### src/common/pwg_pkg.sv
package pwg_pkg;
    localparam int DATA_W = 32;
    localparam int STRB_W = DATA_W / 8;
    localparam int LANE_W = 8;
    localparam int IDX_W = 3;
    localparam int WORD_LSB = 2;
    // register offsets (byte addresses)
    localparam logic [11:0] OFS_CLEAR = 12'h000;
    localparam logic [11:0] OFS_SET = 12'h004;
    // protect bit positions, first group
    localparam int BIT_PWR_MGR = 1;
    localparam int BIT_OSC_CTRL = 2;
    localparam int BIT_CLK_GEN = 3;
    localparam int BIT_WATCHDOG = 4;
    localparam int BIT_RT_COUNTER = 5;
    localparam int BIT_EXT_IRQ = 6;
    localparam logic [31:0] IMPL_MASK = 32'h0000007E;
    localparam logic [31:0] PROT_RESET = 32'h00000000;
    localparam logic [1:0] RESP_OKAY = 2'h0;
    localparam logic [1:0] RESP_SLVERR = 2'h2;
    localparam logic [1:0] RESP_DECERR = 2'h3;
    typedef enum logic [1:0] {SEL_CLEAR, SEL_SET, SEL_NONE} pwg_sel_t;
endpackage

### src/common/pwg_guard_if.sv
`timescale 1ns/10ps
interface pwg_guard_if;
    logic reqValid;
    logic [pwg_pkg::IDX_W-1:0] reqIdx;
    logic [pwg_pkg::DATA_W-1:0] reqData;
    logic [pwg_pkg::DATA_W-1:0] protVec;
    logic fwdValid;
    logic [pwg_pkg::IDX_W-1:0] fwdIdx;
    logic [pwg_pkg::DATA_W-1:0] fwdData;
    logic errValid;
    logic [pwg_pkg::IDX_W-1:0] errIdx;
    modport filter (input reqValid, reqIdx, reqData, protVec,
        output fwdValid, fwdIdx, fwdData, errValid, errIdx);
    modport owner (output reqValid, reqIdx, reqData, protVec,
        input fwdValid, fwdIdx, fwdData, errValid, errIdx);
endinterface

### src/logic/pwg_access_filter.sv
`timescale 1ns/10ps
module pwg_access_filter (
    input wire logic clk,
    input wire logic sys_rst,
    pwg_guard_if.filter g
);
    logic fwdValid_q, fwdValid_d;
    logic errValid_q, errValid_d;
    logic [pwg_pkg::IDX_W-1:0] fwdIdx_q, fwdIdx_d, errIdx_q, errIdx_d;
    logic [pwg_pkg::DATA_W-1:0] fwdData_q, fwdData_d;
    logic blocked;

    always_comb begin
        blocked = g.protVec[g.reqIdx];
        fwdValid_d = g.reqValid && !blocked;
        errValid_d = g.reqValid && blocked; // RULE_06
        fwdIdx_d = fwdIdx_q;
        fwdData_d = fwdData_q;
        errIdx_d = errIdx_q;
        if (fwdValid_d) begin
            fwdIdx_d = g.reqIdx;
            fwdData_d = g.reqData;
        end
        if (errValid_d) begin
            errIdx_d = g.reqIdx; // RULE_06
        end
    end

    always_ff @(posedge clk or posedge sys_rst) begin
        if (sys_rst) begin
            fwdValid_q <= 1'b0;
            errValid_q <= 1'b0;
            fwdIdx_q <= '0;
            errIdx_q <= '0;
            fwdData_q <= '0;
        end else begin
            fwdValid_q <= fwdValid_d;
            errValid_q <= errValid_d;
            fwdIdx_q <= fwdIdx_d;
            errIdx_q <= errIdx_d;
            fwdData_q <= fwdData_d;
        end
    end

    assign g.fwdValid = fwdValid_q;
    assign g.fwdIdx = fwdIdx_q;
    assign g.fwdData = fwdData_q;
    assign g.errValid = errValid_q;
    assign g.errIdx = errIdx_q;

    property blockedWrite;
        @(posedge clk) disable iff (sys_rst)
        g.reqValid && g.protVec[g.reqIdx] |=> errValid_q && !fwdValid_q
            && errIdx_q == $past(g.reqIdx);
    endproperty
    blocked_write_a: assert property (blockedWrite) // RULE_06
        else $error("write to protected peripheral not refused");
    open_write_a: assert property (@(posedge clk) disable iff (sys_rst) // RULE_06
        g.reqValid && !g.protVec[g.reqIdx] |=> fwdValid_q && !errValid_q
            && fwdData_q == $past(g.reqData))
        else $error("write to open peripheral not forwarded");
    blocked_write_c: cover property (@(posedge clk) disable iff (sys_rst) errValid_q);
endmodule // pwg_access_filter

### src/logic/pwg_top.sv
// Register access over AXI4-Lite was decided locally.
`timescale 1ns/10ps
// Summary of operation
// (RULE_01) Protect bits are reached at two addresses, one only clears and one only sets.
// (RULE_02) A one written to the clear register drops that protect bit and opens the peripheral.
// (RULE_03) A one written to the set register raises that protect bit and guards the peripheral.
// (RULE_04) Both registers read back the same protect vector, one meaning protected.
// (RULE_05) A zero written through either register leaves the bit as it was.
// (RULE_06) A write to a protected peripheral is dropped and answered with an access error.
// (RULE_07) Setting a bit that is already set answers the register write with an error.
// (RULE_08) Clearing a bit that is already clear answers the register write with an error.
// (RULE_09) Byte, halfword and word accesses all work through the write strobes.
// (RULE_10) Bits 6 to 1 guard irq unit, rt counter, watchdog, clock gen, osc ctrl, power mgr.
// (RULE_11) Every implemented protect bit is zero after reset.
// (RULE_12) Software changing protection from several contexts must serialise or read first.
// (RULE_13) The set register sits at offset 0x04 and the clear register at 0x00.
// (RULE_14) Bit 0 and bits 31 to 7 read zero, ignore writes and never raise an error.
module pwg_top #(
    parameter int ADDR_W = 12
) (
    input wire logic clk,
    input wire logic sys_rst,
    input wire logic [ADDR_W-1:0] s_axi_awaddr,
    input wire logic s_axi_awvalid,
    output logic s_axi_awready,
    input wire logic [pwg_pkg::DATA_W-1:0] s_axi_wdata,
    input wire logic [pwg_pkg::STRB_W-1:0] s_axi_wstrb,
    input wire logic s_axi_wvalid,
    output logic s_axi_wready,
    output logic [1:0] s_axi_bresp,
    output logic s_axi_bvalid,
    input wire logic s_axi_bready,
    input wire logic [ADDR_W-1:0] s_axi_araddr,
    input wire logic s_axi_arvalid,
    output logic s_axi_arready,
    output logic [pwg_pkg::DATA_W-1:0] s_axi_rdata,
    output logic [1:0] s_axi_rresp,
    output logic s_axi_rvalid,
    input wire logic s_axi_rready,
    input wire logic perReqValid,
    input wire logic [pwg_pkg::IDX_W-1:0] perReqIdx,
    input wire logic [pwg_pkg::DATA_W-1:0] perReqData,
    output logic perFwdValid,
    output logic [pwg_pkg::IDX_W-1:0] perFwdIdx,
    output logic [pwg_pkg::DATA_W-1:0] perFwdData,
    output logic perErrValid,
    output logic [pwg_pkg::IDX_W-1:0] perErrIdx,
    output logic [pwg_pkg::DATA_W-1:0] protState
);
    function automatic pwg_pkg::pwg_sel_t decodeSel(input logic [ADDR_W-1:0] a);
        logic [ADDR_W-1:0] w;
        w = a & ~ADDR_W'({pwg_pkg::WORD_LSB{1'b1}});
        if (w == ADDR_W'(pwg_pkg::OFS_CLEAR)) begin // RULE_01 RULE_13
            return pwg_pkg::SEL_CLEAR;
        end else if (w == ADDR_W'(pwg_pkg::OFS_SET)) begin // RULE_13
            return pwg_pkg::SEL_SET;
        end
        return pwg_pkg::SEL_NONE;
    endfunction

    function automatic logic [pwg_pkg::DATA_W-1:0] laneMask(
        input logic [pwg_pkg::STRB_W-1:0] s);
        logic [pwg_pkg::DATA_W-1:0] m;
        m = '0;
        for (int i = 0; i < pwg_pkg::STRB_W; i++) begin
            m[i*pwg_pkg::LANE_W +: pwg_pkg::LANE_W] = {pwg_pkg::LANE_W{s[i]}}; // RULE_09
        end
        return m;
    endfunction

    // write channel state
    logic awPend_q, awPend_d, wPend_q, wPend_d;
    logic awReady_q, awReady_d, wReady_q, wReady_d;
    logic [ADDR_W-1:0] awAddr_q, awAddr_d;
    logic [pwg_pkg::DATA_W-1:0] wData_q, wData_d;
    logic [pwg_pkg::STRB_W-1:0] wStrb_q, wStrb_d;
    logic bValid_q, bValid_d;
    logic [1:0] bResp_q, bResp_d;
    logic [pwg_pkg::DATA_W-1:0] prot_q, prot_d;
    logic doWr;
    pwg_pkg::pwg_sel_t wrSel;
    logic [pwg_pkg::DATA_W-1:0] hits;

    always_comb begin
        doWr = awPend_q && wPend_q && !bValid_q;
        wrSel = decodeSel(awAddr_q);
        hits = wData_q & laneMask(wStrb_q) & pwg_pkg::IMPL_MASK; // RULE_09 RULE_14
        awPend_d = awPend_q;
        wPend_d = wPend_q;
        awAddr_d = awAddr_q;
        wData_d = wData_q;
        wStrb_d = wStrb_q;
        bValid_d = bValid_q;
        bResp_d = bResp_q;
        prot_d = prot_q;
        if (s_axi_awvalid && awReady_q) begin
            awPend_d = 1'b1;
            awAddr_d = s_axi_awaddr;
        end
        if (s_axi_wvalid && wReady_q) begin
            wPend_d = 1'b1;
            wData_d = s_axi_wdata;
            wStrb_d = s_axi_wstrb;
        end
        if (bValid_q && s_axi_bready) begin
            bValid_d = 1'b0;
        end
        if (doWr) begin
            awPend_d = 1'b0;
            wPend_d = 1'b0;
            bValid_d = 1'b1;
            bResp_d = pwg_pkg::RESP_OKAY;
            unique case (wrSel)
                pwg_pkg::SEL_CLEAR: begin
                    prot_d = prot_q & ~hits; // RULE_02 RULE_05
                    if (|(hits & ~prot_q)) begin
                        bResp_d = pwg_pkg::RESP_SLVERR; // RULE_08
                    end
                end
                pwg_pkg::SEL_SET: begin
                    prot_d = prot_q | hits; // RULE_03 RULE_05
                    if (|(hits & prot_q)) begin
                        bResp_d = pwg_pkg::RESP_SLVERR; // RULE_07
                    end
                end
                pwg_pkg::SEL_NONE: begin
                    bResp_d = pwg_pkg::RESP_DECERR;
                end
            endcase
        end
        awReady_d = !awPend_d;
        wReady_d = !wPend_d;
    end

    always_ff @(posedge clk or posedge sys_rst) begin
        if (sys_rst) begin
            awPend_q <= 1'b0;
            wPend_q <= 1'b0;
            awReady_q <= 1'b1;
            wReady_q <= 1'b1;
            awAddr_q <= '0;
            wData_q <= '0;
            wStrb_q <= '0;
            bValid_q <= 1'b0;
            bResp_q <= pwg_pkg::RESP_OKAY;
            prot_q <= pwg_pkg::PROT_RESET; // RULE_11
        end else begin
            awPend_q <= awPend_d;
            wPend_q <= wPend_d;
            awReady_q <= awReady_d;
            wReady_q <= wReady_d;
            awAddr_q <= awAddr_d;
            wData_q <= wData_d;
            wStrb_q <= wStrb_d;
            bValid_q <= bValid_d;
            bResp_q <= bResp_d;
            prot_q <= prot_d;
        end
    end

    // read channel state
    logic arReady_q, arReady_d, rValid_q, rValid_d;
    logic [pwg_pkg::DATA_W-1:0] rData_q, rData_d;
    logic [1:0] rResp_q, rResp_d;
    logic arFire;

    always_comb begin
        arFire = s_axi_arvalid && arReady_q;
        rValid_d = rValid_q;
        rData_d = rData_q;
        rResp_d = rResp_q;
        if (rValid_q && s_axi_rready) begin
            rValid_d = 1'b0;
        end
        if (arFire) begin
            rValid_d = 1'b1;
            if (decodeSel(s_axi_araddr) == pwg_pkg::SEL_NONE) begin
                rData_d = '0;
                rResp_d = pwg_pkg::RESP_DECERR;
            end else begin
                rData_d = prot_q & pwg_pkg::IMPL_MASK; // RULE_04 RULE_14
                rResp_d = pwg_pkg::RESP_OKAY;
            end
        end
        arReady_d = !rValid_d;
    end

    always_ff @(posedge clk or posedge sys_rst) begin
        if (sys_rst) begin
            arReady_q <= 1'b1;
            rValid_q <= 1'b0;
            rData_q <= '0;
            rResp_q <= pwg_pkg::RESP_OKAY;
        end else begin
            arReady_q <= arReady_d;
            rValid_q <= rValid_d;
            rData_q <= rData_d;
            rResp_q <= rResp_d;
        end
    end

    // peripheral write guard
    pwg_guard_if guardBus ();
    assign guardBus.reqValid = perReqValid;
    assign guardBus.reqIdx = perReqIdx;
    assign guardBus.reqData = perReqData;
    assign guardBus.protVec = prot_q; // RULE_06 RULE_10

    pwg_access_filter accessFilter (
        .clk(clk),
        .sys_rst(sys_rst),
        .g(guardBus.filter)
    );

    assign s_axi_awready = awReady_q;
    assign s_axi_wready = wReady_q;
    assign s_axi_bvalid = bValid_q;
    assign s_axi_bresp = bResp_q;
    assign s_axi_arready = arReady_q;
    assign s_axi_rvalid = rValid_q;
    assign s_axi_rdata = rData_q;
    assign s_axi_rresp = rResp_q;
    assign perFwdValid = guardBus.fwdValid;
    assign perFwdIdx = guardBus.fwdIdx;
    assign perFwdData = guardBus.fwdData;
    assign perErrValid = guardBus.errValid;
    assign perErrIdx = guardBus.errIdx;
    assign protState = prot_q;

    // peripherals guarded in the first group
    localparam logic [pwg_pkg::DATA_W-1:0] GUARD_BITS =
        (pwg_pkg::DATA_W'(1'b1) << pwg_pkg::BIT_EXT_IRQ)
        | (pwg_pkg::DATA_W'(1'b1) << pwg_pkg::BIT_RT_COUNTER)
        | (pwg_pkg::DATA_W'(1'b1) << pwg_pkg::BIT_WATCHDOG)
        | (pwg_pkg::DATA_W'(1'b1) << pwg_pkg::BIT_CLK_GEN)
        | (pwg_pkg::DATA_W'(1'b1) << pwg_pkg::BIT_OSC_CTRL)
        | (pwg_pkg::DATA_W'(1'b1) << pwg_pkg::BIT_PWR_MGR);

    // checks
    logic firstCyc_q;
    always_ff @(posedge clk or posedge sys_rst) begin
        if (sys_rst) begin
            firstCyc_q <= 1'b1;
        end else begin
            firstCyc_q <= 1'b0;
        end
    end

    reset_value_a: assert property (@(posedge clk) disable iff (sys_rst) // RULE_11
        firstCyc_q |-> prot_q == pwg_pkg::PROT_RESET)
        else $error("protect bits not zero after reset");
    unimpl_zero_a: assert property (@(posedge clk) disable iff (sys_rst) // RULE_14
        (prot_q & ~pwg_pkg::IMPL_MASK) == '0 && (!rValid_q || rResp_q != pwg_pkg::RESP_OKAY
            || (rData_q & ~pwg_pkg::IMPL_MASK) == '0))
        else $error("unimplemented protect bit seen as one");
    set_bits_a: assert property (@(posedge clk) disable iff (sys_rst) // RULE_03
        doWr && wrSel == pwg_pkg::SEL_SET |=> (prot_q & $past(hits)) == $past(hits))
        else $error("set register write did not raise bits");
    clear_bits_a: assert property (@(posedge clk) disable iff (sys_rst) // RULE_02
        doWr && wrSel == pwg_pkg::SEL_CLEAR |=> (prot_q & $past(hits)) == '0)
        else $error("clear register write did not drop bits");
    zero_keeps_a: assert property (@(posedge clk) disable iff (sys_rst) // RULE_05
        doWr |=> (prot_q & ~$past(hits)) == ($past(prot_q) & ~$past(hits)))
        else $error("bit written with zero changed");
    byte_lane_a: assert property (@(posedge clk) disable iff (sys_rst) // RULE_09
        doWr && !wStrb_q[0] |=> prot_q[pwg_pkg::LANE_W-1:0]
            == $past(prot_q[pwg_pkg::LANE_W-1:0]))
        else $error("unstrobed byte lane changed");
    double_set_a: assert property (@(posedge clk) disable iff (sys_rst) // RULE_07
        doWr && wrSel == pwg_pkg::SEL_SET && |(hits & prot_q)
            |=> s_axi_bvalid && s_axi_bresp == pwg_pkg::RESP_SLVERR)
        else $error("double protect not answered with error");
    double_clear_a: assert property (@(posedge clk) disable iff (sys_rst) // RULE_08
        doWr && wrSel == pwg_pkg::SEL_CLEAR && |(hits & ~prot_q)
            |=> s_axi_bvalid && s_axi_bresp == pwg_pkg::RESP_SLVERR)
        else $error("double unprotect not answered with error");
    read_same_a: assert property (@(posedge clk) disable iff (sys_rst) // RULE_04
        arFire && decodeSel(s_axi_araddr) != pwg_pkg::SEL_NONE
            |=> s_axi_rvalid && s_axi_rdata == $past(prot_q))
        else $error("read of protect register differs from state");
    guard_map_a: assert property (@(posedge clk) disable iff (sys_rst) // RULE_10
        perReqValid && prot_q[perReqIdx] |=> perErrValid && GUARD_BITS[perErrIdx])
        else $error("refused write outside guarded bits");
    read_err_a: assert property (@(posedge clk) disable iff (sys_rst) // RULE_13
        arFire && decodeSel(s_axi_araddr) == pwg_pkg::SEL_NONE
            |=> s_axi_rvalid && s_axi_rresp == pwg_pkg::RESP_DECERR && s_axi_rdata == '0)
        else $error("unmapped read not refused");
    decode_err_a: assert property (@(posedge clk) disable iff (sys_rst) // RULE_13
        doWr && wrSel == pwg_pkg::SEL_NONE
            |=> s_axi_bresp == pwg_pkg::RESP_DECERR && prot_q == $past(prot_q))
        else $error("unmapped write not refused");
    ready_after_a: assert property (@(posedge clk) disable iff (sys_rst) // RULE_01
        doWr |=> s_axi_awready && s_axi_wready && s_axi_bvalid)
        else $error("write channels not reopened after write");

    set_then_clear_c: cover property (@(posedge clk) disable iff (sys_rst)
        doWr && wrSel == pwg_pkg::SEL_SET ##[1:20] doWr && wrSel == pwg_pkg::SEL_CLEAR);
    double_set_c: cover property (@(posedge clk) disable iff (sys_rst)
        s_axi_bvalid && s_axi_bresp == pwg_pkg::RESP_SLVERR);
    read_back_c: cover property (@(posedge clk) disable iff (sys_rst)
        s_axi_rvalid && s_axi_rdata != '0);
    decode_err_c: cover property (@(posedge clk) disable iff (sys_rst)
        s_axi_bvalid && s_axi_bresp == pwg_pkg::RESP_DECERR);
endmodule // pwg_top

### config.mk
export PLATFORM = sky130hd
export DESIGN_NAME = pwg_top
export DESIGN_NICKNAME = d
export VERILOG_FILES = /design/src/common/pwg_pkg.sv /design/src/common/pwg_guard_if.sv /design/src/logic/pwg_access_filter.sv /design/src/logic/pwg_top.sv
export SDC_FILE = /design/constraint.sdc
export NUM_CORES = 1
export LEC_CHECK = 0
export BUFFER_PORTS_ARGS = -buffer_cell sky130_fd_sc_hd__buf_2
export CAP_MARGIN = 25
export CORE_MARGIN = 3
export CORE_UTILIZATION = 47
export CTS_CLUSTER_DIAMETER = 30
export DETAILED_ROUTE_END_ITERATION = 7
export PLACE_DENSITY = 0.83
export SYNTH_ARGS = -nofsm -noshare
export SYNTH_HDL_FRONTEND = slang
export SYNTH_SLANG_ARGS = --single-unit
export TNS_END_PERCENT = 100
### constraint.sdc
create_clock -name clk -period 5.1 [get_ports clk]
set_input_delay 0.255 -clock clk [delete_from_list [all_inputs] [get_ports clk]]
set_output_delay 0.255 -clock clk [all_outputs]
set_load 0.01 [all_outputs]
* Yosys cells after proc, flatten, opt, wreduce, memory -nomap -nowiden *
Cells that the tools add are included.

word-level totals
  register bits after elaboration = 135
  input bits = 103
  output and inout port bits = 113

operators by class
  magnitude comparators = 1
  eq/ne operators = 5
  mux-type cells = 28
  bitwise gates (word level) = 7
  reductions and logical operators = 22

operator list
  kind                 count
  $and 7x32->32        2
  $pmux 32 s2          1
  $reduce_or 32->1     2
  $and 32x32->32       1
  $not 32->32          1
  $not 7->32           1
  $or 32x7->32         1
  $logic_not 12->1     2
  $eq 10x1->1 const B  2
  $mux 2               10
  $mux 1               14
  $logic_and 1x1->1    9
  $and 7x7->7          1
  $mux 7               1
  $lt 3x6->1 const B   1
  $pmux 2 s3           1
  $logic_not 1->1      5
  $eq 2x2->1 const B   2
  $reduce_bool 2->1    2
  $bmux 1 s3           1
  $eq 2x1->1 const B   1
  $logic_not 2->1      1
  $reduce_and 2->1     1

* Longest topological paths before layout *
Gate-level depths: netlist of run 1.

  depth after elaboration = 8
  gate-level depth with buffers = 5
  gate-level depth less buffers = 4

* By module *
From an unflattened synthesis of run 1, not the netlist that was laid out.

second synthesis, totals
  cell total of the unflattened synthesis = 272
  area total of the unflattened synthesis = 3706.1 µm²

by module, submodules not included
  module             times used  cells an instance  area an instance (µm²)
  pwg_top            1           172                1984.4
  pwg_access_filter  1           100                1721.7

* Least setup slack after synthesis of run 1 *
OpenSTA, ideal clock, no wires.

  kind = register to register
  start point = register with a tool-made name
  end point = register accessFilter.fwdData_q (netlist bit accessFilter.g.fwdData[18])
  arrival = 1.799 ns
  required time = 4.975 ns
  path slack = 3.176 ns
  cell stages (with the launch flop) = 6
  period minus slack after synthesis = 1.924 ns
  cell sequence = dfrtp_1 > mux2_2 > a211o_1 > a21oi_4 > buf_6 > mux2_2

RTL lines
  item                    RTL line                 text
  end signal: assignment  pwg_access_filter.sv:41  fwdData_q <= fwdData_d;
  end: declaration        pwg_access_filter.sv:10  logic [pwg_pkg::DATA_W-1:0] fwdData_q, fwdData_d;

==> impl_metrics.csv, run 1 <==
group,metric,value,unit
status,status,"complete, no violations",
clocking,numCtsBuffers,9,
sta,rsz0062_at_grt,"no",
synthesis,synth-seq-area-share,55.6,%
power,seq_power_share,51.5,%
route,wire_per_inst,13.7,um
synthesis,synth_flop_cell,"dfrtp_1",
worst_setup_path,worst_setup_path_start_kind,"flip-flop",
sta,drv_slew,0,
final_layout,layout_commonest_cell,"buf_2",
floorplan,rows,31,
sta,max_slew_margin,63.0,%
clocking,h-tree-depth,3,
global_routing,track_usage,15.9,%
worst_hold_path,hold_end,"s_axi_bvalid",
floorplan,initial_core_util,48.9,%
final_layout,drive_above_1_share,51.1,%
power,power_frac_clock,26.6,%
power,switching_share,29.7,%
worst_setup_path,crit_top_cell,"mux2_2",
worst_hold_path,worstHoldPathCells,2,
final_layout,final_cell_mix,"129 x buf_2, 76 x dfrtp_1, 55 x mux2_2",
global_routing,grt-ovfl-total,0,
route,drt_wl_total,7020,um
clocking,path_clk_slew,0.08,ns
sta,timing.final.crit_share,41.8,%
synthesis,synth_area,3560,sq um
synthesis,synth_top_area_share,53.4,%
place,dp_hpwl,5260,um
route,antenna_left,0,
worst_setup_path,crit_path_end_kind,"flip-flop",
synthesis,yosys.area.top_type,"dfrtp_1",
worst_setup_path,r2r_end,"accessFilter.g.fwdData[8]",
synthesis,synth_edf_count,0,
synthesis,postSynth.asyncResetShare,100,%
final_layout,area_delta_synth_final,21.8,%
power,ir_drop,0.266,mV
sta,max_freq,0.469,GHz
floorplan,core,7290,sq um
worst_setup_path,slowest_delay,0.46,ns
worst_setup_path,crit_fanout,29,
clocking,root_buffer,"clkbuf_8",
floorplan,ioPinCount,216,
worst_hold_path,min_from,"s_axi_bready",
route,num_vias,2446,
floorplan,die_h,93.1,um
power,p_leak,2.18,nW
worst_setup_path,critPathTopFamily,"multiplexers",
power,comb_power_share,22.0,%
route,first_iter_violations,71,
clocking,ctsLongestPathBuffers,2,
synthesis,ys_ff_latch,79,
place,globalplace.congestion,0.791,
synthesis,synth.avg_cell_area,13.0,sq um
worst_setup_path,r2r_slack,2.97,ns
clocking,cts_sinks,79,
floorplan,die_x,93.1,um
power,power.switching,0.488,mW
sta,worst_slack,2.97,ns
sta,skew,0.0119,ns
power,internal_power,1.16,mW
worst_setup_path,worst-setup-path-type,"flip-flop to flip-flop",
synthesis,synth_warnings,0,
worst_hold_path,holdCritPathClass,"primary input to flip-flop",
sta,setup_tns,0,ns
sta,setup_viol,0,
sta,fin_crit,2.13,ns
route,drt_first_pass_iters,4,
global_routing,antenna_found_initial,0,
synthesis,synth.area.top_cells,"dfrtp_1 53%, mux2_2 17%, buf_4 11%",
worst_setup_path,path_buf_inv,1,
flow_run,maxCapViolCount,0,
floorplan,die-area,8670,sq um
final_layout,final_nets,513,
worst_setup_path,cp_cell_sequence,"mux2_2 -> a211o_1 -> a21oi_4 -> buf_12 -> mux2_2",
global_routing,grt_max_degree,80,
final_layout,diodes,0,
clocking,cts_tree,"yes",
place,io_buffers,129,
power,cellPowerDensity,379,nW/um^2
clocking,clk_latency,0.34,ns
worst_setup_path,slowest_stage,"dfrtp_1",
place,post-place-ws,2.54,ns
synthesis,ys_types,37,
synthesis,synthCells,274,
worst_setup_path,critPathRequiredTime,5.31,ns
route,drc,0,
sta,worst_slew_pin_slew,0.551,ns
global_routing,grt_pass1_vias,2358,
sta,finalHoldViolCount,0,
route,viasPerCell,4.76,
worst_setup_path,cp.arrival,2.35,ns
worst_setup_path,reg2regPathDepth,5,
global_routing,grt_pass1_wl,11000,um
## cells in the mapped netlist (3+ instances only)
library cell / n
nand2_1: 8
o211ai_1: 3
dfrtp_1: 76
mux2_2: 55
inv_1: 13
or4_1: 3
nand2b_1: 3
nand3_1: 7
a22o_1: 6
o21ai_0: 9
a21oi_1: 5
dfstp_2: 3
buf_4: 53
buf_6: 3
## area by class of cell
| cell class | count | area [sq um] |
|---|---|---|
| fill | 620 | 2950 |
| multi-input combinational | 174 | 1280 |
| clock inverter | 4 | 28.8 |
| tap | 99 | 124 |
| sequential | 79 | 1980 |
| inverter | 13 | 50.0 |
| clock buffer | 12 | 165 |
| timing repair buffer | 133 | 711 |
## power by group through the flow
| stage | combinational (mW) | sequential [mW] | clock (mW) |
|---|---|---|---|
| floorplan | 0.251 | 0.865 | 0 |
| global placement | 0.347 | 0.852 | 0 |
| detailed placement | 0.361 | 0.860 | 0 |
| CTS | 0.362 | 0.848 | 0.456 |
| global route | 0.402 | 0.866 | 0.481 |
| finish | 0.362 | 0.848 | 0.437 |
## registers in the layout, indices dropped and copies added, names as in the netlist, named ones only
name and cells:
s_axi_bvalid 1, s_axi_awready 1, wStrb_q 1, wPend_q 1, s_axi_arready 1, awPend_q 1, s_axi_bresp 2, awAddr_q 10
s_axi_rresp 1, s_axi_wready 1, accessFilter.g.errValid 1, s_axi_rvalid 1, wData_q 6, accessFilter.g.fwdValid 1, accessFilter.g.errIdx 3, accessFilter.g.fwdIdx 3
accessFilter.g.fwdData 32, s_axi_rdata 6
## metal layers
| layer | GRT usage [%] | wire, um | vias up |
|---|---|---|---|
| li1 | - | - | 1124 |
| met1 | 19.4 | 2750 | 1186 |
| met2 | 26.5 | 3560 | 123 |
| met3 | 4.59 | 597 | 13 |
| met4 | 6.59 | 116 | 0 |
| met5 | 0 | 0 | - |
## logic make-up (layout without fill, tap and decap cells)
kind of cell,after synthesis,in the layout,share of synthesized area (%)
and+or+nand+nor,33,33,6.11
buffers and inverters,72,162,13.8
AOI/OAI and AO/OA,32,32,6.46
muxes,57,57,18.0
other,1,52,0.105
DFF,79,79,55.6
## worst max-delay path by stage
stage	end	depth (start not counted)
after floorplan	asynchronous set/reset pin	1
after global placement	accessFilter.g.fwdData[14]	5
after detailed placement	accessFilter.g.fwdData[8]	5
after CTS	accessFilter.g.fwdData[23]	4
after global routing	accessFilter.g.fwdData[8]	5
final	accessFilter.g.fwdData[8]	5
## metrics by stage
step	hold slack [ns]	utilization, %	instance area, sq um	power (mW)	instances
after floorplan	0.351	-	3760	1.12	325
final	0.0931	59.6	4340	1.65	514
after detailed placement	0.442	56.1	4090	1.22	495
after global routing	0.0663	59.6	4340	1.75	514
after CTS	0.0722	58.8	4290	1.67	511
after global placement	0.440	56.1	4090	1.20	495
## timing repair
item                                   in CTS  in global routing
buffers inserted                            0                  0
endpoints found under the hold margin       0                  1
resized for setup                           0                  0
hold buffers                                0                  1
No activity file was read; power rests on OpenSTA's default activity.
==> run 2, diff against run 1 <==
Settings changed: ABC_AREA set to 1, CORE_UTILIZATION 47 to 44, PLACE_DENSITY 0.83 to 0.77.
Clock period 5.1 ns to 2.1 ns, I/O delays scaled along.
==> run 2 against run 1 <==
Effect of this change: register-to-register slack worse by 2.5 ns; highest routed layer unchanged; critical path type unchanged; first-iteration DRC count is 72% higher; sequential power grew to 2.6 times the previous value; largest power group unchanged; utilization is 0.21 points lower.
==> impl_metrics.csv, run 2 <==
group,metric,value,unit
sta,worst_slew_pin_slew,0.591,ns
synthesis,synth_compound_area_share,2.19,%
synthesis,muxShareOfSynthArea,0,%
floorplan,die-area,9720,sq um
clocking,h-tree-depth,3,
synthesis,synth_top_family_by_area,"simple AND/OR/NAND/NOR gates",
route,drt_wl_total,8610,um
synthesis,yosys.area.top_type,"dfrtp_1",
final_layout,largest_register_ffs,32,
route,drt_first_pass_iters,4,
global_routing,grt_pass1_wl,13900,um
worst_setup_path,r2r_end,"accessFilter.g.fwdData[4]",
final_layout,drive_above_1_share,25.5,%
worst_hold_path,min_from,"perReqData[8]",
sta,setup_tns,0,ns
synthesis,synth-xor-area-share,0,%
global_routing,grt_max_degree,37,
floorplan,core,8260,sq um
worst_setup_path,worst_setup_path_start_kind,"flip-flop",
sta,rsz0062_at_grt,"no",
synthesis,synth_edf_count,0,
synthesis,synth_top_area_share,50.4,%
final_layout,regArea,1980,sq um
clocking,numCtsBuffers,9,
place,dp_hpwl,6200,um
worst_setup_path,crit_path_end_kind,"flip-flop",
final_layout,area_delta_synth_final,30.0,%
sta,skew,0.00902,ns
final_layout,final_cell_mix,"166 x nand2_1, 129 x buf_2, 76 x dfrtp_1",
clocking,path_clk_slew,0.08,ns
synthesis,synth_area,3770,sq um
worst_setup_path,cp.arrival,1.84,ns
power,total_power,4.80,mW
flow_run,maxCapViolCount,0,
final_layout,fillers,744,
synthesis,synth_flop_cell,"dfrtp_1",
floorplan,ioPinCount,216,
worst_hold_path,hold_end,"accessFilter.g.fwdData[8]",
clocking,cts_tree,"yes",
place,io_buffers,129,
worst_hold_path,worstHoldPathCells,3,
worst_setup_path,critPathRequiredTime,2.36,ns
clocking,cts_resized,0,
global_routing,grt-ovfl-total,0,
sta,max_slew_margin,60.5,%
place,globalplace.congestion,0.873,
final_layout,final_nets,718,
sta,fin_crit,1.58,ns
clocking,cts_sinks,79,
sta,timing.final.crit_share,75.5,%
synthesis,synth_warnings,0,
clocking,cts_setup_buffers,0,
place,numPlacedInstances,675,
floorplan,rows,33,
global_routing,grt_pass1_vias,3008,
synthesis,ys_types,24,
route,num_vias,3289,
final_layout,multi_input_area,1380,sq um
power,ir_drop,0.743,mV
synthesis,synth-seq-area-share,52.5,%
clocking,clk_latency,0.33,ns
clocking,root_buffer,"clkbuf_8",
floorplan,die_x,98.6,um
synthesis,yosys.area_share.simple,29.1,%
synthesis,postSynth.asyncResetShare,100,%
final_layout,layout.cells.non_filler,725,
worst_setup_path,crit_fanout,35,
worst_setup_path,r2r_slack,0.52,ns
route,first_iter_violations,122,
route,viasPerCell,4.54,
worst_setup_path,reg2regPathDepth,8,
worst_setup_path,worst-setup-path-type,"flip-flop to flip-flop",
route,wire_per_inst,11.9,um
floorplan,initial_core_util,45.7,%
power,cellPowerDensity,979,nW/um^2
synthesis,yosysMostFrequentCell,"nand2_1",
synthesis,synth.cells.most_frequent,"166 x nand2_1, 76 x dfrtp_1, 60 x nand3_1",
synthesis,synthAdderAreaFrac,0,%
final_layout,layout_commonest_cell,"nand2_1",
synthesis,synthCells,452,
sta,max_freq,0.631,GHz
sta,setup_viol,0,
worst_hold_path,holdCritPathClass,"primary input to flip-flop",
synthesis,synth.area.top_cells,"dfrtp_1 50%, nand2_1 17%, buf_4 11%",
clocking,ctsLongestPathBuffers,2,
floorplan,die_h,98.6,um
final_layout,fin_util,59.3,%
synthesis,synth.avg_cell_area,8.34,sq um
route,antenna_left,0,
global_routing,track_usage,17.3,%
global_routing,antenna_found_initial,0,
status,status,"complete, no violations",
power,p_leak,2.84,nW
sta,drv_slew,0,
synthesis,ys_ff_latch,79,
route,drc,0,
final_layout,diodes,0,
sta,finalHoldViolCount,0,
run 2: worst max path at each step:
stage	startpoint	endpoint	slack (ns)
after CTS	flip-flop	accessFilter.g.fwdData[4]	0.51
after detailed placement	s_axi_arready	s_axi_rresp[0]	0.54
after floorplan	s_axi_arready	s_axi_rdata[1]	0.73
after global routing	s_axi_arready	s_axi_rdata[6]	0.38
after global placement	s_axi_arready	s_axi_rdata[2]	0.57
final	flip-flop	accessFilter.g.fwdData[4]	0.52
run 2: layer usage:
| layer | global-route usage [%] | wire, um | up-vias |
|---|---|---|---|
| li1 | - | - | 1635 |
| met1 | 21.4 | 3500 | 1518 |
| met2 | 30.3 | 4400 | 124 |
| met3 | 4.18 | 614 | 12 |
| met4 | 5.15 | 106 | 0 |
| met5 | 0 | 0 | - |
run 2: cell type report:
type / count / area share (%)
Clock inverter: 6 / 2.71
Timing Repair Buffer: 167 / 21.0
Multi-Input combinational cell: 326 / 28.1
Sequential cell: 79 / 40.4
Clock buffer: 10 / 2.60
Inverter: 32 / 2.53
Tap cell: 105 / 2.68
run 2: repair_timing:
| item | CTS | global route |
|---|---|---|
| hold buffers | 34 | 0 |
| endpoints found under the hold margin | 56 | 0 |
| endpoints found under the setup margin | 0 | 0 |
run 2: critical path: stages (launching register included):
cell	delay, ns
dfrtp_1	0.43
inv_1	0.11
nand2_1	0.06
nand3b_1	0.09
nand3_2	0.14
nand2_4	0.14
buf_4	0.32
nand3_1	0.12
nand2_1	0.10
run 2: kinds of logic after synthesis:
logic type | after synthesis
buf+inv | 98
other cells | 1
simple gates | 258
flops | 79
compound gates | 16
run 2: per-stage QoR:
step / hold WS [ns] / setup slack [ns] / instance area, sq um
after global placement: 0.193 / 0.570 / 4300
after detailed placement: 0.205 / 0.536 / 4300
final: 0.0157 / 0.515 / 4900
after global routing: 0.00216 / 0.384 / 4900
after floorplan: 0.201 / 0.727 / 3970
after CTS: 0.000414 / 0.508 / 4900
run 2: where the power goes:
group	switching [mW]	internal [mW]
registers	0.282	1.89
logic	0.716	0.458
clock network	0.543	0.909
==> run 3, diff against run 2 <==
Clock period 2.1 ns to 1.6 ns, I/O delays scaled along.
==> run 3 against run 2 <==
Effect of this change: largest cell class unchanged; critical path depth unchanged; worst setup slack worse by 0.40 ns; cell count up 3.2%; critical path type unchanged; clock power down 9%; via count up 4.4%; power up 21%; sequential cell count unchanged; die area unchanged; design area up 2.8%; non-clock buffer count up 23.
==> impl_metrics.csv, run 3 (synthesis gave the netlist of run 2 again) <==
group,metric,value,unit
final_layout,fillers,729,
worst_setup_path,crit_fanout,19,
floorplan,rows,33,
floorplan,initial_core_util,45.7,%
route,antenna_left,0,
power,ir_drop,0.765,mV
sta,worst_slack,0.113,ns
place,globalplace.congestion,0.868,
route,drt_first_pass_iters,4,
global_routing,track_usage,18.6,%
place,dp_hpwl,6140,um
floorplan,die-area,9720,sq um
worst_setup_path,crit_top_cell,"nand2_1",
worst_setup_path,slowest_delay,0.44,ns
sta,fin_crit,1.49,ns
place,io_buffers,129,
power,p_leak,2.91,nW
worst_setup_path,crit_path_end_kind,"flip-flop",
status,status,"complete, no violations",
worst_hold_path,holdCritPathClass,"primary input to flip-flop",
sta,rsz0062_at_grt,"no",
floorplan,core,8260,sq um
final_layout,area_delta_synth_final,33.5,%
sta,setup_viol,0,
worst_setup_path,slowest_stage,"dfrtp_1",
place,post-place-ws,0.144,ns
global_routing,grt_pass1_wl,14900,um
place,placed_area,4350,sq um
worst_setup_path,worst_setup_path_start_kind,"flip-flop",
sta,setup_tns,0,ns
global_routing,grt-ovfl-total,0,
clocking,h-tree-depth,3,
clocking,cts_tree,"yes",
final_layout,multi_input_area,1380,sq um
floorplan,ioPinCount,216,
clocking,clk_latency,0.34,ns
route,drt_wl_total,9040,um
final_layout,diodes,0,
final_layout,fin_area,5040,sq um
sta,skew,0.00564,ns
global_routing,grt_pass1_vias,3284,
route,first_iter_violations,102,
clocking,root_buffer,"clkbuf_8",
worst_setup_path,cp_cell_sequence,"inv_1 -> nand2_1 -> nand3b_1 -> nand3_2 -> nand2_4 -> buf_4 -> nand3_1 -> nand2_1",
floorplan,die_x,98.6,um
clocking,path_clk_slew,0.07,ns
final_layout,fin_util,61.0,%
final_layout,final_cell_mix,"165 x nand2_1, 129 x buf_2, 76 x dfrtp_1",
global_routing,grt_max_degree,80,
sta,timing.final.crit_share,93.0,%
clocking,cts_sinks,79,
global_routing,antenna_found_initial,0,
route,viasPerCell,4.59,
clocking,ctsLongestPathBuffers,2,
worst_setup_path,worst-setup-path-type,"flip-flop to flip-flop",
power,total_power,5.82,mW
final_layout,final_nets,741,
final_layout,largest_register_ffs,32,
final_layout,layout_commonest_cell,"nand2_1",
route,drc,0,
sta,drv_slew,0,
route,wire_per_inst,12.1,um
sta,max_freq,0.672,GHz
flow_run,maxCapViolCount,0,
final_layout,drive_above_1_share,25.8,%
floorplan,die_h,98.6,um
final_layout,regArea,1980,sq um
clocking,cts_setup_buffers,0,
worst_setup_path,cp.arrival,1.76,ns
worst_setup_path,critPathRequiredTime,1.87,ns
clocking,numCtsBuffers,9,
sta,finalHoldViolCount,0,
route,num_vias,3435,
power,cellPowerDensity,1150,nW/um^2
==> run 3: cell count changes in the layout (fill, tap and decap cells not counted) <==
cell	previous run	this run
buf_4	3	9
bufinv_16	4	0
clkbuf_8	9	11
clkinv_2	1	4
clkinvlp_4	2	1
dlygate4sd3_1	34	51
nand2_1	166	165
nand2_2	1	2
nor2_1	22	21
nor2_2	0	1
==> run 3: final timing paths <==
| path | endpoint | from | depth (start not counted) | slack (ns) |
|---|---|---|---|---|
| setup / recovery | accessFilter.g.fwdData[4] | flip-flop | 8 | 0.11 |
| hold / removal | accessFilter.g.fwdData[4] | perReqData[4] | 3 | 0.03 |
| setup reg to reg | accessFilter.g.fwdData[4] | flip-flop | 8 | 0.11 |
| hold reg to reg | s_axi_arready | s_axi_rvalid | 1 | 0.43 |
| max in group asynchronous | s_axi_awready | sys_rst | 4 | 0.86 |
| min in group asynchronous | accessFilter.g.fwdData[1] | sys_rst | 4 | 0.39 |
==> run 3: cell type report <==
| class | instances | area share, % |
|---|---|---|
| well taps | 105 | 2.61 |
| clock buffers | 12 | 3.08 |
| multi-input cells | 326 | 27.4 |
| inverters | 32 | 2.46 |
| flip-flops and latches | 79 | 39.3 |
| repair buffers | 190 | 24.7 |
| clock inverters | 4 | 0.398 |
==> run 3: routing by layer <==
metal / wire [um] / vias up / global-route usage, %
li1: - / 1677 / -
met1: 3640 / 1585 / 22.0
met2: 4600 / 150 / 32.4
met3: 594 / 23 / 3.89
met4: 208 / 0 / 8.51
met5: 0 / - / 0
==> run 3: what timing repair did <==
item                                    in CTS  in global routing
endpoints found under the setup margin       0                  5
hold buffers                                51                  0
endpoints found under the hold margin      126                  0
resized for setup                            0                  2
==> run 3: worst max-delay path, delay by kind of cell, from the launching register on <==
| family | cells | cell delay (ns) |
|---|---|---|
| AND/OR/NAND/NOR | 6 | 0.63 |
| flip-flops | 1 | 0.44 |
| buffers and inverters | 2 | 0.34 |
==> run 3: power breakdown <==
group	internal [mW]	switching (mW)
logic	0.672	0.984
clock network	0.639	0.683
registers	2.48	0.354
==> run 3: metrics by stage <==
| stage | hold slack [ns] | std cells |
|---|---|---|
| 3_3_place_gp | 0.223 | 681 |
| 2_1_floorplan | 0.176 | 503 |
| 5_1_grt | 0.0133 | 748 |
| 4_1_cts | 0.00460 | 748 |
| 6_report | 0.0264 | 748 |
| 3_5_place_dp | 0.228 | 681 |
